### config.mk
export PLATFORM = sky130hd
export DESIGN_NAME = module_interrupt_reset_control
export DESIGN_NICKNAME = d
export VERILOG_FILES = /design/src/common/ctl_pkg.sv /design/src/common/mgmt_if.sv /design/src/module_interrupt_reset_control.sv /design/src/two_wire_port.sv
export SDC_FILE = /design/constraint.sdc
export NUM_CORES = 1
export LEC_CHECK = 0
export ABC_CLOCK_PERIOD_IN_PS = 5750
export BUFFER_PORTS_ARGS = -buffer_cell sky130_fd_sc_hd__buf_4
export CAP_MARGIN = 20
export CELL_PAD_IN_SITES_DETAIL_PLACEMENT = 2
export CELL_PAD_IN_SITES_GLOBAL_PLACEMENT = 2
export CORE_AREA = 5 5 140 142
export DETAILED_ROUTE_END_ITERATION = 12
export DIE_AREA = 0 0 145 147
export PLACE_DENSITY_LB_ADDON = 0.1
export SETUP_SLACK_MARGIN = 0.05
export SYNTH_ARGS = -nofsm -noshare
export SYNTH_HDL_FRONTEND = slang
export SYNTH_SLANG_ARGS = --single-unit
### constraint.sdc
create_clock -name core_clk_in -period 5.75 [get_ports core_clk_in]
set_clock_uncertainty 0.2 [all_clocks]
set_input_delay 0.575 -clock core_clk_in [delete_from_list [all_inputs] [get_ports core_clk_in]]
set_output_delay 0.575 -clock core_clk_in [all_outputs]
set_load 0.005 [all_outputs]
### src/common/ctl_pkg.sv
// Notes on behaviour
// - sample data on scl rise, launch on fall
// - port is slave only, host starts transfers
// - shared line active low, open drain only
// - short low pulse from module means interrupt
// - interrupt is a pulse, line always released
// - host reads flags to find interrupt cause
// - long host low resets all user settings
// - host reset low may last any length
// - init time starts at reset release edge
// - completion interrupt after not-ready bit clears
// - power-up also posts completion interrupt
// - presence output low while module inserted
// - interrupt pulse between 5 and 50 us
// - operational within 2000 ms of reset
// - during host reset lanes off, port silent
package ctl_pkg;
  // ==========================================================
  // timing
  localparam longint CLK_HZ        = 40_000_000;
  localparam longint RESET_MIN_MS  = 25;
  localparam longint RESET_MIN_CYC = (RESET_MIN_MS * CLK_HZ + 999) / 1000;
  localparam longint INT_MIN_US    = 5;
  localparam longint INT_MIN_CYC   =
    (INT_MIN_US * CLK_HZ + 999_999) / 1_000_000;
  localparam longint INT_MAX_US    = 50;
  localparam longint INT_MAX_CYC   = INT_MAX_US * CLK_HZ / 1_000_000;
  localparam longint INT_PULSE_CYC = (INT_MIN_CYC + INT_MAX_CYC) / 2;
  localparam longint INIT_MAX_MS   = 2000;
  localparam longint INIT_MAX_CYC  = INIT_MAX_MS * CLK_HZ / 1000;
  // settling time of the pulled-up line after our own pulse
  localparam int     HOLDOFF_CYC   = 16;

  // ==========================================================
  // byte map of the serial port
  localparam logic [7:0] REG_STATUS    = 8'h02;
  localparam logic [7:0] REG_FLAGS     = 8'h03;
  localparam logic [7:0] REG_CTRL      = 8'h04;
  localparam int         NOT_READY_BIT = 0;
  localparam int         INT_FLAG_BIT  = 1;
  localparam int         LANE_OFF_BIT  = 0;
  localparam logic [7:0] CTRL_RST      = 8'h00;
  localparam logic [3:0] BITS_PER_BYTE = 4'h8;

  // ==========================================================
  // states
  typedef enum logic [1:0] {ST_INIT, ST_RUN, ST_HOST_RST} rst_state_t;
  typedef enum logic [2:0] {
    TW_IDLE, TW_ADDR, TW_PTR, TW_WDATA, TW_ACK, TW_RDATA, TW_MACK
  } tw_state_t;
endpackage : ctl_pkg

### src/common/mgmt_if.sv
`timescale 1ns/100ps
// byte access between the serial port and the register bank
interface mgmt_if;
  logic       enable;
  logic [7:0] ptr;
  logic       wr_stb;
  logic [7:0] wr_data;
  logic       rd_stb;
  logic [7:0] rd_data;
  modport port (input enable, input rd_data,
                output ptr, output wr_stb, output wr_data, output rd_stb);
  modport regs (output enable, output rd_data,
                input ptr, input wr_stb, input wr_data, input rd_stb);
endinterface : mgmt_if

### src/module_interrupt_reset_control.sv
`timescale 1ns/100ps
module module_interrupt_reset_control #(
  parameter longint     RESET_MIN_CYC = ctl_pkg::RESET_MIN_CYC,
  parameter longint     INIT_CYC      = ctl_pkg::INIT_MAX_CYC,
  parameter logic [6:0] DEV_ADDR      = 7'h50  // arbitrary value
) (
  input  wire logic       core_clk_in,
  input  wire logic       srst_in,
  input  wire logic       scl_in,
  input  wire logic       sda_in,
  output logic            sda_out,
  output logic            sda_oe_out,
  input  wire logic       line_in,
  output logic            line_out,
  output logic            line_oe_out,
  input  wire logic [7:0] event_in,
  output logic            module_present_n_out,
  output logic            lanes_off_out,
  output logic [7:0]      settings_out,
  output logic            ready_out
);
  import ctl_pkg::*;

  // ==========================================================
  // elaboration checks
  if (INT_PULSE_CYC < INT_MIN_CYC || INT_PULSE_CYC > INT_MAX_CYC)
    $error("interrupt pulse out of range");
  if (RESET_MIN_CYC <= INT_MAX_CYC || RESET_MIN_CYC > 64'hffff_ffff)
    $error("reset width must exceed interrupt width");
  if (INIT_CYC < 1 || INIT_CYC > INIT_MAX_CYC)
    $error("init time out of range");

  localparam logic [31:0] RST_LAST   = 32'(RESET_MIN_CYC - 1);
  localparam logic [31:0] INIT_LAST  = 32'(INIT_CYC - 1);
  localparam logic [11:0] PULSE_LAST = 12'(INT_PULSE_CYC - 1);
  localparam logic [4:0]  HOLD_LOAD  = 5'(HOLDOFF_CYC);

  // ==========================================================
  // serial port
  mgmt_if mif ();

  two_wire_port #(
    .DEV_ADDR (DEV_ADDR)
  ) u_port (
    .core_clk_in (core_clk_in),
    .srst_in     (srst_in),
    .scl_in      (scl_in),
    .sda_in      (sda_in),
    .sda_oe_out  (sda_oe_out),
    .bus         (mif.port)
  );

  // ==========================================================
  // shared line synchroniser and own-drive blanking
  logic        line_s1_r, line_s2_r;
  logic [4:0]  hold_r;
  rst_state_t  state_r;
  logic [31:0] low_cnt_r, init_cnt_r;
  logic [11:0] pulse_cnt_r;
  logic [7:0]  ctrl_r, flags_r, ev_d_r, rd_data_r;
  logic        not_ready_r, int_flag_r, pending_r, port_en_r;

  always_ff @(posedge core_clk_in) begin
    line_s1_r <= line_in;
    line_s2_r <= line_s1_r;
  end

  // a low seen while we pull, or just after, is our own pulse
  wire host_low = ~line_s2_r & ~line_oe_out & (hold_r == 5'h00);

  always_ff @(posedge core_clk_in) begin
    if (srst_in) begin
      hold_r <= 5'h00;
    end else if (line_oe_out) begin
      hold_r <= HOLD_LOAD;
    end else if (hold_r != 5'h00) begin
      hold_r <= 5'(hold_r - 5'h01);
    end
  end

  // ==========================================================
  // reset and init sequencing
  wire rst_hit   = (state_r == ST_RUN) && host_low &&
                   (low_cnt_r == RST_LAST);
  wire init_done = (state_r == ST_INIT) && (init_cnt_r == INIT_LAST);

  // lows during init are not watched, as the line may still settle
  always_ff @(posedge core_clk_in) begin
    if (srst_in) begin
      state_r    <= ST_INIT;
      low_cnt_r  <= 32'h0;
      init_cnt_r <= 32'h0;
    end else begin
      case (state_r)
        ST_INIT: begin
          init_cnt_r <= 32'(init_cnt_r + 32'h1);
          if (init_done) begin
            state_r <= ST_RUN;
          end
        end
        ST_RUN: begin
          low_cnt_r <= host_low ? 32'(low_cnt_r + 32'h1) : 32'h0;
          if (rst_hit) begin
            state_r <= ST_HOST_RST;
          end
        end
        ST_HOST_RST: begin
          low_cnt_r  <= 32'h0;
          init_cnt_r <= 32'h0;
          if (line_s2_r) begin
            state_r <= ST_INIT;
          end
        end
        default: state_r <= ST_INIT;
      endcase
    end
  end

  // ==========================================================
  // register bank, events and flags
  wire [7:0] ev_new     = event_in & ~ev_d_r & {8{state_r == ST_RUN}};
  wire       flags_rd   = mif.rd_stb && (mif.ptr == REG_FLAGS);
  wire       ctrl_wr    = mif.wr_stb && (mif.ptr == REG_CTRL);
  wire       int_cause  = (|ev_new) | init_done;
  wire [7:0] flags_nxt  = (flags_r & ~{8{flags_rd}}) | ev_new;
  wire       int_fl_nxt = (int_flag_r & ~flags_rd) | int_cause;
  wire [7:0] status_w   = {6'h00, int_flag_r, not_ready_r};
  wire [7:0] rd_mux_w   = (mif.ptr == REG_STATUS) ? status_w :
                          (mif.ptr == REG_FLAGS)  ? flags_r  :
                          (mif.ptr == REG_CTRL)   ? ctrl_r   : 8'h00;
  wire       pulse_go   = (state_r == ST_RUN) && pending_r &&
                          !line_oe_out && (hold_r == 5'h00);

  assign mif.enable  = port_en_r;
  assign mif.rd_data = rd_data_r;

  // a flag raised in the cycle it is read stays set
  always_ff @(posedge core_clk_in) begin
    ev_d_r    <= srst_in ? 8'h00 : event_in;
    rd_data_r <= srst_in ? 8'h00 : rd_mux_w;
    if (srst_in || state_r == ST_HOST_RST) begin
      ctrl_r      <= CTRL_RST;
      flags_r     <= 8'h00;
      not_ready_r <= 1'b1;
      int_flag_r  <= 1'b0;
      pending_r   <= 1'b0;
    end else begin
      ctrl_r      <= ctrl_wr ? mif.wr_data : ctrl_r;
      flags_r     <= flags_nxt;
      int_flag_r  <= int_fl_nxt;
      not_ready_r <= not_ready_r & ~init_done;
      pending_r   <= (pending_r & ~pulse_go) | int_cause;
    end
  end

  // ==========================================================
  // interrupt pulse driver and pin outputs
  always_ff @(posedge core_clk_in) begin
    if (srst_in) begin
      line_oe_out <= 1'b0;
      pulse_cnt_r <= 12'h000;
    end else if (pulse_go) begin
      line_oe_out <= 1'b1;
      pulse_cnt_r <= PULSE_LAST;
    end else if (line_oe_out) begin
      pulse_cnt_r <= 12'(pulse_cnt_r - 12'h001);
      if (pulse_cnt_r == 12'h000) begin
        line_oe_out <= 1'b0;
      end
    end
  end

  // open drain pins only ever pull low
  always_ff @(posedge core_clk_in) begin
    line_out             <= 1'b0;
    sda_out              <= 1'b0;
    module_present_n_out <= 1'b0;
    port_en_r            <= srst_in || (state_r != ST_HOST_RST);
    lanes_off_out        <= srst_in || (state_r == ST_HOST_RST) ||
                            ctrl_r[LANE_OFF_BIT];
    settings_out         <= srst_in ? CTRL_RST : ctrl_r;
    ready_out            <= ~srst_in & ~not_ready_r;
  end

  logic [11:0] oe_len_r;
  always_ff @(posedge core_clk_in) begin
    oe_len_r <= (srst_in || !line_oe_out) ? 12'h000 : 12'(oe_len_r + 12'h1);
  end
endmodule : module_interrupt_reset_control

### src/two_wire_port.sv
`timescale 1ns/100ps
module two_wire_port #(
  parameter logic [6:0] DEV_ADDR = 7'h50  // arbitrary value
) (
  input  wire logic core_clk_in,
  input  wire logic srst_in,
  input  wire logic scl_in,
  input  wire logic sda_in,
  output logic      sda_oe_out,
  mgmt_if.port      bus
);
  import ctl_pkg::*;

  // ==========================================================
  // pin synchronisers
  logic scl_s1_r, scl_s2_r, scl_d_r, sda_s1_r, sda_s2_r, sda_d_r;
  always_ff @(posedge core_clk_in) begin
    scl_s1_r <= scl_in;
    scl_s2_r <= scl_s1_r;
    scl_d_r  <= scl_s2_r;
    sda_s1_r <= sda_in;
    sda_s2_r <= sda_s1_r;
    sda_d_r  <= sda_s2_r;
  end

  wire scl_rise = scl_s2_r & ~scl_d_r;
  wire scl_fall = ~scl_s2_r & scl_d_r;
  wire start_w  = scl_s2_r & scl_d_r & sda_d_r & ~sda_s2_r;
  wire stop_w   = scl_s2_r & scl_d_r & ~sda_d_r & sda_s2_r;

  // ==========================================================
  // byte engine
  tw_state_t  state_r, after_r;
  logic [3:0] cnt_r;
  logic [7:0] sh_r, ptr_r;
  logic       wr_stb_r, rd_stb_r, nack_r;
  wire        rx_state = (state_r == TW_ADDR) || (state_r == TW_PTR) ||
                         (state_r == TW_WDATA);
  wire        addr_hit = (sh_r[7:1] == DEV_ADDR);

  assign bus.ptr     = ptr_r;
  assign bus.wr_stb  = wr_stb_r;
  assign bus.wr_data = sh_r;
  assign bus.rd_stb  = rd_stb_r;

  // disabled port drops any transfer and lets sda float
  always_ff @(posedge core_clk_in) begin
    wr_stb_r <= 1'b0;
    rd_stb_r <= 1'b0;
    if (wr_stb_r || rd_stb_r) begin
      ptr_r <= 8'(ptr_r + 8'h01);
    end
    if (srst_in || !bus.enable) begin
      state_r    <= TW_IDLE;
      after_r    <= TW_IDLE;
      sda_oe_out <= 1'b0;
      cnt_r      <= 4'h0;
      sh_r       <= 8'h00;
      nack_r     <= 1'b0;
      ptr_r      <= 8'h00;
    end else if (stop_w) begin
      state_r    <= TW_IDLE;
      sda_oe_out <= 1'b0;
    end else if (start_w) begin
      state_r    <= TW_ADDR;
      cnt_r      <= 4'h0;
      sda_oe_out <= 1'b0;
    end else if (scl_rise) begin
      if (rx_state) begin
        sh_r  <= {sh_r[6:0], sda_s2_r};
        cnt_r <= 4'(cnt_r + 4'h1);
      end
      if (state_r == TW_MACK) begin
        nack_r <= sda_s2_r;
      end
    end else if (scl_fall) begin
      case (state_r)
        TW_ADDR, TW_PTR, TW_WDATA: begin
          if (cnt_r == BITS_PER_BYTE) begin
            cnt_r      <= 4'h0;
            state_r    <= TW_ACK;
            sda_oe_out <= 1'b1;
            after_r    <= TW_WDATA;
            if (state_r == TW_ADDR) begin
              after_r <= sh_r[0] ? TW_RDATA : TW_PTR;
              if (!addr_hit) begin
                state_r    <= TW_IDLE;
                sda_oe_out <= 1'b0;
              end
            end else if (state_r == TW_PTR) begin
              ptr_r <= sh_r;
            end else begin
              wr_stb_r <= 1'b1;
            end
          end
        end
        TW_ACK, TW_MACK: begin
          if ((state_r == TW_ACK && after_r == TW_RDATA) ||
              (state_r == TW_MACK && !nack_r)) begin
            sh_r       <= bus.rd_data;
            sda_oe_out <= ~bus.rd_data[7];
            cnt_r      <= 4'h1;
            state_r    <= TW_RDATA;
            rd_stb_r   <= 1'b1;
          end else begin
            sda_oe_out <= 1'b0;
            state_r    <= (state_r == TW_ACK) ? after_r : TW_IDLE;
          end
        end
        TW_RDATA: begin
          if (cnt_r == BITS_PER_BYTE) begin
            sda_oe_out <= 1'b0;
            state_r    <= TW_MACK;
          end else begin
            sh_r       <= {sh_r[6:0], 1'b0};
            sda_oe_out <= ~sh_r[6];
            cnt_r      <= 4'(cnt_r + 4'h1);
          end
        end
        default: ;
      endcase
    end
  end
endmodule : two_wire_port

After elaboration in Yosys (flattened, before gate mapping)
Cells that the tools add are included.

Flip-flop bits (word level): 168. Input port bits: 13. Logic and storage cells: 232. Output and inout port bits: 15.

Bitwise logic cells: 42. Reductions and logical operators: 54. $add $sub $neg: 6. Muxes and demuxes: 60. Equal/unequal tests: 32.

Operators with widths (count): 8-bit 2-to-1 mux (16); 32-bit one-hot mux with 2 select lines (2); 32-bit by 1-bit adder with 32-bit output (second input constant) (2); 32-bit by 20-bit == test with 1-bit output (second input constant) (1); 32-bit by 27-bit == test with 1-bit output (second input constant) (1); 32-bit 2-to-1 mux (1); 4-bit 2-to-1 mux (7); 8-bit bitwise AND (3); 3-bit 2-to-1 mux (8); 11-bit 2-to-1 mux (2); 1-bit NOT (20); 8-bit by 2-bit == test with 1-bit output (second input constant) (2); 8-bit NOT (2); 8-bit one-hot mux with 2 select lines (1); 8-bit OR reduction (2); 7-bit AND reduction (2); 1-bit bitwise AND (13); 1-bit 2-to-1 mux (13); 3-bit == test (second input constant) (4); 12-bit zero test (1); 2-bit inequality test (second input constant) (6); 4-bit one-hot mux with 3 select lines (1); 2-bit nonzero test (6); 12-bit by 1-bit subtractor with 12-bit output (second input constant) (1); other kinds (38) (77).

Longest topological paths before layout
Gate-level depths: netlist of run 1.

Depth in word-level cells: 10. Gate-level depth with buffers: 9. Gate-level depth less buffers: 7.

Modules after synthesis
From an unflattened synthesis of run 1, not the netlist that was laid out.

Cells, all modules: 857. Area, all modules: 7497.2 µm².

Modules (own cells, without submodules): module_interrupt_reset_control (cells each 639, area an instance 5577.8 µm², seq. area each 2642.5 µm², instances 1); two_wire_port (cells each 218, area an instance 1919.3 µm², seq. area each 720.7 µm², instances 1).

Worst setup path before layout of run 1
Ideal clock, no wire load.

Path kind: flip-flop to flip-flop. From: register hold_r[0]. To: register low_cnt_r[12]. Period minus slack after synthesis: 2.517 ns. Slack: 3.233 ns. Arrival time: 2.247 ns. Library setup time: 0.070 ns. Data required time: 5.480 ns. Cell stages (with the launch flop): 9. Buffers on the path: 2. Cell sequence: dfxtp_1 > inv_1 > ha_1 > or4b_1 > buf_2 > or4_1 > buf_2 > or4_1 > a21oi_1.

Longest elaborated chain between the ends: 4.

RTL lines: from (decl) (RTL line module_interrupt_reset_control.sv:56) `logic [4:0] hold_r;`; from (signal assigned) (RTL line module_interrupt_reset_control.sv:77) `hold_r <= 5'(hold_r - 5'h01);`; 5-bit zero test (RTL line module_interrupt_reset_control.sv:69) `wire host_low = ~line_s2_r & ~line_oe_out & (hold_r == 5'h00);`; 1-bit bitwise AND (RTL line module_interrupt_reset_control.sv:69); 32-bit 2-to-1 mux (RTL line module_interrupt_reset_control.sv:102) `low_cnt_r <= host_low ? 32'(low_cnt_r + 32'h1) : 32'h0;`; 32-bit one-hot mux with 2 select lines (RTL line module_interrupt_reset_control.sv:94) `case (state_r)`; to (signal assigned) (RTL line module_interrupt_reset_control.sv:102); to (decl) (RTL line module_interrupt_reset_control.sv:58) `logic [31:0] low_cnt_r, init_cnt_r;`.

Every way passes these cells. A chain may end at the register's enable or synchronous reset.

Final worst setup path of run 1
From: register state_r[0]. To: register init_cnt_r[29].

Longest elaborated chain between the ends: 2. Elaborated cells between the ends (all ways): 4. Classes of those cells: eq/ne: 1; mux: 1; reduce/logical: 2.

RTL lines: from (decl) (RTL line module_interrupt_reset_control.sv:57) `rst_state_t state_r;`; from (signal assigned) (RTL line module_interrupt_reset_control.sv:90) `state_r <= ST_INIT;`; from (signal assigned) (RTL line module_interrupt_reset_control.sv:98) `state_r <= ST_RUN;`; from (signal assigned) (RTL line module_interrupt_reset_control.sv:104) `state_r <= ST_HOST_RST;`; 2-bit == test / 2-bit zero test (equally long branches) (RTL line module_interrupt_reset_control.sv:94); 32-bit one-hot mux with 2 select lines / 2-bit nonzero test (equally long branches); to (signal assigned) (RTL line module_interrupt_reset_control.sv:96) `init_cnt_r <= 32'(init_cnt_r + 32'h1);`; to (decl) (RTL line module_interrupt_reset_control.sv:58).

Parallel ways exist; a longest one is shown, timed or not.

==> impl_metrics.env, run 1 <==
export IMPL_status="completed"
export IMPL_post_drt_wl_per_cell_um=18.7
export IMPL_antenna_found_initial=0
export IMPL_postSynthCellCount=846
export IMPL_final_cell_mix="dfxtp_1 (168), nor2_1 (130), nand2_1 (74)"
export IMPL_die_x_um=145
export IMPL_p_leak_uw=0.00284
export IMPL_grt_pass1_wl_mm=34.2
export IMPL_slew_headroom_pct=28.9
export IMPL_max_freq_mhz=312
export IMPL_port_buffers=24
export IMPL_ant_nets=0
export IMPL_cp_end_kind="flop"
export IMPL_ir_drop_mv=0.207
export IMPL_reg2reg_to="init_cnt_r[29]"
export IMPL_place_hpwl_mm=14.4
export IMPL_final_common_cell="dfxtp_1"
export IMPL_via_per_inst=5.51
export IMPL_finalCriticalPeriod_ns=3.20
export IMPL_ff2ff_path_depth=7
export IMPL_worstPathArrival_ns=3.32
export IMPL_syn_mean_instance_area_um2=8.69
export IMPL_fin_crit_sh_pct=55.7
export IMPL_worstPathMaxFanout=10
export IMPL_cts_resized=0
export IMPL_synth_yosys_seq_area_share_pct=45.8
export IMPL_drive_gt1_share_pct=8.55
export IMPL_antennaDiodeCount=0
export IMPL_worst_slack_ns=2.55
export IMPL_grt_pass1_vias=6615
export IMPL_worstSetupStartpointType="flop"
export IMPL_hold_depth=1
export IMPL_std_cell_rows=50
export IMPL_r2r_slack_ns=2.55
export IMPL_syn_area_um2=7350
export IMPL_synth_async_reset_ratio_pct=0
export IMPL_drt_total_wl_mm=20.6
export IMPL_synth_cell_type_count=57
export IMPL_synth_top_family_by_area="simple AND/OR/NAND/NOR gates"
export IMPL_setup_violations_final=0
export IMPL_tritoncts="done"
export IMPL_drc_errors=0
export IMPL_drv_cap=0
export IMPL_post_route_util_pct=45.1
export IMPL_synth_xor_area_share_pct=8.94
export IMPL_hold_end="u_port.sda_s1_r"
export IMPL_die_h_um=147
export IMPL_grt_max_degree=53
export IMPL_grt_ovfl_total=0
export IMPL_postCtsHoldBufs=0
export IMPL_slew_violations=0
export IMPL_critPathRequiredTime_ns=5.87
export IMPL_start_util_pct=40.1
export IMPL_vias=6054
export IMPL_topRoutingLayerUsed="met4"
export IMPL_path_class="flop to flop"
export IMPL_hp_class="primary input to flop"
export IMPL_r2r_start="state_r[0]"
export IMPL_gp_congestion=0.788
export IMPL_clkSinkCount=168
export IMPL_cts_max_path_buffers=2
export IMPL_ctsHtreeMaxLevel=4
export IMPL_synth_edff_count=0
export IMPL_post_synth_mux_area_share_pct=0.817
export IMPL_nets=878
export IMPL_wl_met1_mm=9.15
export IMPL_drt_pre_antenna_iters=4
export IMPL_met3_length_um=391
export IMPL_drt_iter0_drc=179
export IMPL_met2_length_mm=10.8
export IMPL_cts_inserted_buffers=17
export IMPL_clk_latency_ns=0.44
export IMPL_synthSimpleGateAreaFrac_pct=28.0
export IMPL_synth_ff_type="dfxtp_1"
export IMPL_worstMarginPinSlew_ns=1.06
export IMPL_syn2layout_area_growth_pct=12.6
export IMPL_rsz0062_at_grt="no"
export IMPL_design_die_area_um2=21300
export IMPL_path_clk_slew_ns=0.07
export IMPL_min_from="sda_in"
export IMPL_gr_usage_all_layers_pct=19.3
export IMPL_synth_seq_cells=168
export IMPL_synth_compound_area_share_pct=11.0
export IMPL_powerDensity_nw_per_um2=307
export IMPL_synthAdderAreaFrac_pct=2.21
export IMPL_setup_tns_ns=0
export IMPL_post_cts_setup_buffers=0
export IMPL_yosys_warnings=0
export IMPL_coreArea_um2=18300
export IMPL_dpl_worst_slack_ns=2.73
export IMPL_clockRootBuffer="clkbuf_16"
export IMPL_io_pins=28
export IMPL_final_hold_violation_count=0
report_power, final:
| part | switching [uW] | internal [uW] |
|---|---|---|
| combinational | 102 | 66.4 |
| clock | 567 | 591 |
| sequential | 25.9 | 1190 |
| total | 694 | 1850 |
layer usage:
metal	vias to the layer above	global-route usage (%)
met5	-	0
met2	49	35.8
li1	2952	-
met4	0	4.38
met3	14	3.64
met1	3039	23.0
logic make-up after synthesis:
group / Yosys count
AO/OA/AOI/OAI: 119
XOR/XNOR: 75
buffers and inverters: 59
flip-flops: 168
multiplexers: 6
AND/OR/NAND/NOR: 405
adder cells (fa/ha/maj): 13
other: 1
cell type report:
cell class | count | area (um2)
flip-flops and latches | 168 | 3360
repair buffers | 25 | 188
multi-input cells | 621 | 3760
well taps | 234 | 293
clock inverters | 15 | 176
fillers | 2009 | 10100
inverters | 19 | 71.3
clock buffers | 17 | 425
through the flow:
step / cells / cell area (um2) / hold WS, ns / power, uW
after floorplan: 848 / 7360 / 0.110 / 1370
after global placement: 1067 / 7670 / 0.110 / 1400
after detailed placement: 1067 / 7670 / 0.114 / 1410
after CTS: 1099 / 8270 / 0.0235 / 2570
after global routing: 1099 / 8270 / 0.0182 / 2650
final: 1099 / 8270 / 0.0422 / 2540
flip-flops by register name, summed over array words and instances, names as in the netlist, 4 cells and up:
signal / flops
u_port.cnt_r: 4
pulse_cnt_r: 12
ctrl_r: 8
mif.rd_data: 8
flags_r: 8
init_cnt_r: 32
low_cnt_r: 32
hold_r: 5
u_port.bus.wr_data: 8
settings_out: 8
ev_d_r: 8
u_port.bus.ptr: 8
worst max-delay path by stage:
stage | start | endpoint | slack [ns] | cells past startpoint
CTS | state_r[0] | init_cnt_r[29] | 2.48 | 7
floorplan | hold_r[0] | low_cnt_r[12] | 3.23 | 8
finish | state_r[0] | init_cnt_r[29] | 2.55 | 7
global route | state_r[0] | init_cnt_r[29] | 2.31 | 7
detailed placement | state_r[0] | init_cnt_r[29] | 2.73 | 7
global placement | hold_r[0] | low_cnt_r[12] | 2.95 | 6
critical path: stages (launching register included):
cell	delay, ns
dfxtp_1	0.34
inv_1	0.10
ha_1	0.40
nand4_1	0.31
or4_1	0.62
nor4_1	0.63
a211oi_1	0.21
a31o_2	0.28
cell usage after synthesis, types with 3 or more instances:
cell	count	share of area, %
nor3_1	21	1.4
ha_1	13	2.2
or4_1	6	0.61
o2111ai_1	5	0.60
dfxtp_1	168	46
a22oi_1	19	1.9
xor2_1	31	3.7
buf_2	3	0.20
nor4b_1	7	0.83
nand2_1	74	3.8
nand2b_1	15	1.3
xnor2_1	44	5.2
clkbuf_1	32	1.6
nor4_1	21	1.8
nor2_1	130	6.6
nor2b_1	33	2.8
o21ai_0	18	1.2
mux2i_1	6	0.82
or3_1	8	0.68
inv_1	19	0.97
nand4_1	21	1.8
nand3b_1	3	0.31
and3_1	8	0.68
and2_1	3	0.26
a311oi_1	10	1.2
nor4bb_1	3	0.41
a211oi_1	14	1.4
and4_1	5	0.60
or2_2	7	0.60
a21o_1	5	0.51
buf_4	3	0.31
a21oi_1	30	2.0
nand3_1	30	2.0
(Power assumes the default switching activity.)
==> run 2: changes to the inputs <==
--- a/config.mk
+++ b/config.mk
@@ -5,14 +5,14 @@
 export SDC_FILE = /design/constraint.sdc
 export NUM_CORES = 1
 export LEC_CHECK = 0
-export ABC_CLOCK_PERIOD_IN_PS = 5750
+export ABC_CLOCK_PERIOD_IN_PS = 2800
 export BUFFER_PORTS_ARGS = -buffer_cell sky130_fd_sc_hd__buf_4
 export CAP_MARGIN = 20
 export CELL_PAD_IN_SITES_DETAIL_PLACEMENT = 2
 export CELL_PAD_IN_SITES_GLOBAL_PLACEMENT = 2
-export CORE_AREA = 5 5 140 142
+export CORE_AREA = 5 5 151 153
 export DETAILED_ROUTE_END_ITERATION = 12
-export DIE_AREA = 0 0 145 147
+export DIE_AREA = 0 0 156 158
 export PLACE_DENSITY_LB_ADDON = 0.1
 export SETUP_SLACK_MARGIN = 0.05
 export SYNTH_ARGS = -nofsm -noshare
==> constraint.sdc (replaced) <==
create_clock -name core_clk_in -period 2.8 [get_ports core_clk_in]
set_clock_uncertainty 0.2 [all_clocks]
set_input_delay 0.28 -clock core_clk_in [delete_from_list [all_inputs] [get_ports core_clk_in]]
set_output_delay 0.28 -clock core_clk_in [all_outputs]
set_load 0.005 [all_outputs]
==> run 2 against run 1 <==
Critical endpoint is now low_cnt_r[12]. Total power is 110% higher. Flip-flop and latch count stayed put. Non-clock buffer count is 31 higher. Sequential share of layout area is 1.5 points lower. Count of clock-buffer cells in the layout is 1 higher. Combinational power is 140% higher. Largest power group unchanged.
==> impl_metrics.env, run 2 (synthesis results as in run 1) <==
export IMPL_post_cts_setup_buffers=0
export IMPL_antenna_found_initial=0
export IMPL_nets=909
export IMPL_critPathRequiredTime_ns=2.95
export IMPL_setup_violations_final=0
export IMPL_grt_ovfl_total=0
export IMPL_slew_headroom_pct=55.5
export IMPL_grt_pass1_wl_mm=35.0
export IMPL_antennaDiodeCount=0
export IMPL_finalCriticalPeriod_ns=2.62
export IMPL_worstPathCellList="inv_1, ha_1, or4b_4, or4_4, or4_1, a21oi_1"
export IMPL_io_pins=28
export IMPL_status="completed"
export IMPL_drt_total_wl_mm=20.7
export IMPL_powerDensity_nw_per_um2=609
export IMPL_drt_pre_antenna_iters=6
export IMPL_start_util_pct=34.3
export IMPL_rsz0062_at_grt="no"
export IMPL_worstSetupStartpointType="flop"
export IMPL_drc_errors=0
export IMPL_ctsHtreeMaxLevel=4
export IMPL_max_freq_mhz=381
export IMPL_die_x_um=156
export IMPL_worstPathMaxFanout=8
export IMPL_vias=6186
export IMPL_design_die_area_um2=24600
export IMPL_drt_iter0_drc=227
export IMPL_worstPathArrival_ns=2.77
export IMPL_post_drt_wl_per_cell_um=17.6
export IMPL_fin_crit_sh_pct=93.6
export IMPL_final_common_cell="dfxtp_1"
export IMPL_p_leak_uw=0.00298
export IMPL_coreArea_um2=21400
export IMPL_final_cells=1176
export IMPL_std_cell_rows=54
export IMPL_grt_pass1_vias=6928
export IMPL_hp_class="primary input to flop"
export IMPL_path_clk_slew_ns=0.07
export IMPL_drive_gt1_share_pct=10.8
export IMPL_ir_drop_mv=0.357
export IMPL_setup_tns_ns=0
export IMPL_cts_max_path_buffers=2
export IMPL_ant_nets=0
export IMPL_slew_violations=0
export IMPL_tritoncts="done"
export IMPL_place_hpwl_mm=14.7
export IMPL_path_class="flop to flop"
export IMPL_drv_cap=0
export IMPL_grt_max_degree=42
export IMPL_clockRootBuffer="clkbuf_16"
export IMPL_dp_cells=1133
export IMPL_via_per_inst=5.26
export IMPL_final_hold_violation_count=0
export IMPL_cp_end_kind="flop"
export IMPL_gr_usage_all_layers_pct=17.3
export IMPL_cts_inserted_buffers=17
export IMPL_top_regs="init_cnt_r (32), low_cnt_r (32), pulse_cnt_r (12)"
export IMPL_gp_congestion=0.795
export IMPL_clkSinkCount=168
export IMPL_port_buffers=24
export IMPL_clk_latency_ns=0.43
export IMPL_critPathMaxStageDelay_ns=0.53
export IMPL_syn2layout_area_growth_pct=16.8
export IMPL_worstMarginPinSlew_ns=0.660
export IMPL_die_h_um=158
export IMPL_crit_slowest_cell="or4b_4"
export IMPL_final_cell_mix="dfxtp_1 (168), nor2_1 (130), nand2_1 (74)"
[run 2: cell types whose count changed in the layout (fill, tap and decap cells not counted), moves of 2 or more]
cell,delta
clkinv_2,+3
clkinv_8,-4
clkinvlp_4,+2
buf_4,+20
dlygate4sd3_1,+11
inv_8,-3
[run 2: cell type report]
cell class | count | area (um2)
multi-input cells | 621 | 3770
fillers | 2379 | 12800
clock buffers | 18 | 439
inverters | 19 | 71.3
flip-flops and latches | 168 | 3360
clock inverters | 14 | 138
repair buffers | 56 | 448
well taps | 280 | 350
[run 2: what timing repair did]
item,in CTS,in global routing
endpoints found under the setup margin,2,2
pin swaps,0,0
resized for setup,2,1
hold buffers,11,0
hold endpoints to repair,11,0
[run 2: worst paths after layout]
kind              depth (start not counted)  slack, ns             from         endpoint
hold / removal                            2       0.09          srst_in  settings_out[1]
hold reg to reg                           0       0.13  u_port.sda_s1_r  u_port.sda_s2_r
setup reg to reg                          6       0.18        hold_r[1]    low_cnt_r[12]
setup / recovery                          6       0.18        hold_r[1]    low_cnt_r[12]
[run 2: metrics by stage]
stage	hold slack [ns]	utilization [%]	instance area (um2)	total power [uW]	worst slack, ns
floorplan	0.108	-	7360	2810	0.283
global placement	0.114	36.8	7880	2880	0.195
detailed placement	0.116	36.8	7880	2920	0.0304
CTS	0.0869	40.0	8570	5320	0.121
global route	0.115	40.1	8580	5460	0.0587
finish	0.0908	40.1	8580	5230	0.178
[run 2: power breakdown]
group / leakage, uW / switching [uW] / total (uW) / internal [uW]
registers: 0.00136 / 55.1 / 2500 / 2450
clock network: 0.000283 / 1050 / 2320 / 1270
logic: 0.00134 / 236 / 407 / 171
[run 2: critical path: cells and delay by family (launching register included)]
kind,cells,cell delay [ns]
compound gates,1,0.16
fa+ha+maj,1,0.19
buf+inv,1,0.11
flops,1,0.34
simple gates,3,1.55
[run 2: routing by layer]
layer	wire (um)	GRT usage, %	vias to the layer above
li1	-	-	3028
met1	9200	20.5	3088
met2	10900	32.1	49
met3	343	2.79	21
met4	267	5.34	0
met5	0	0	-
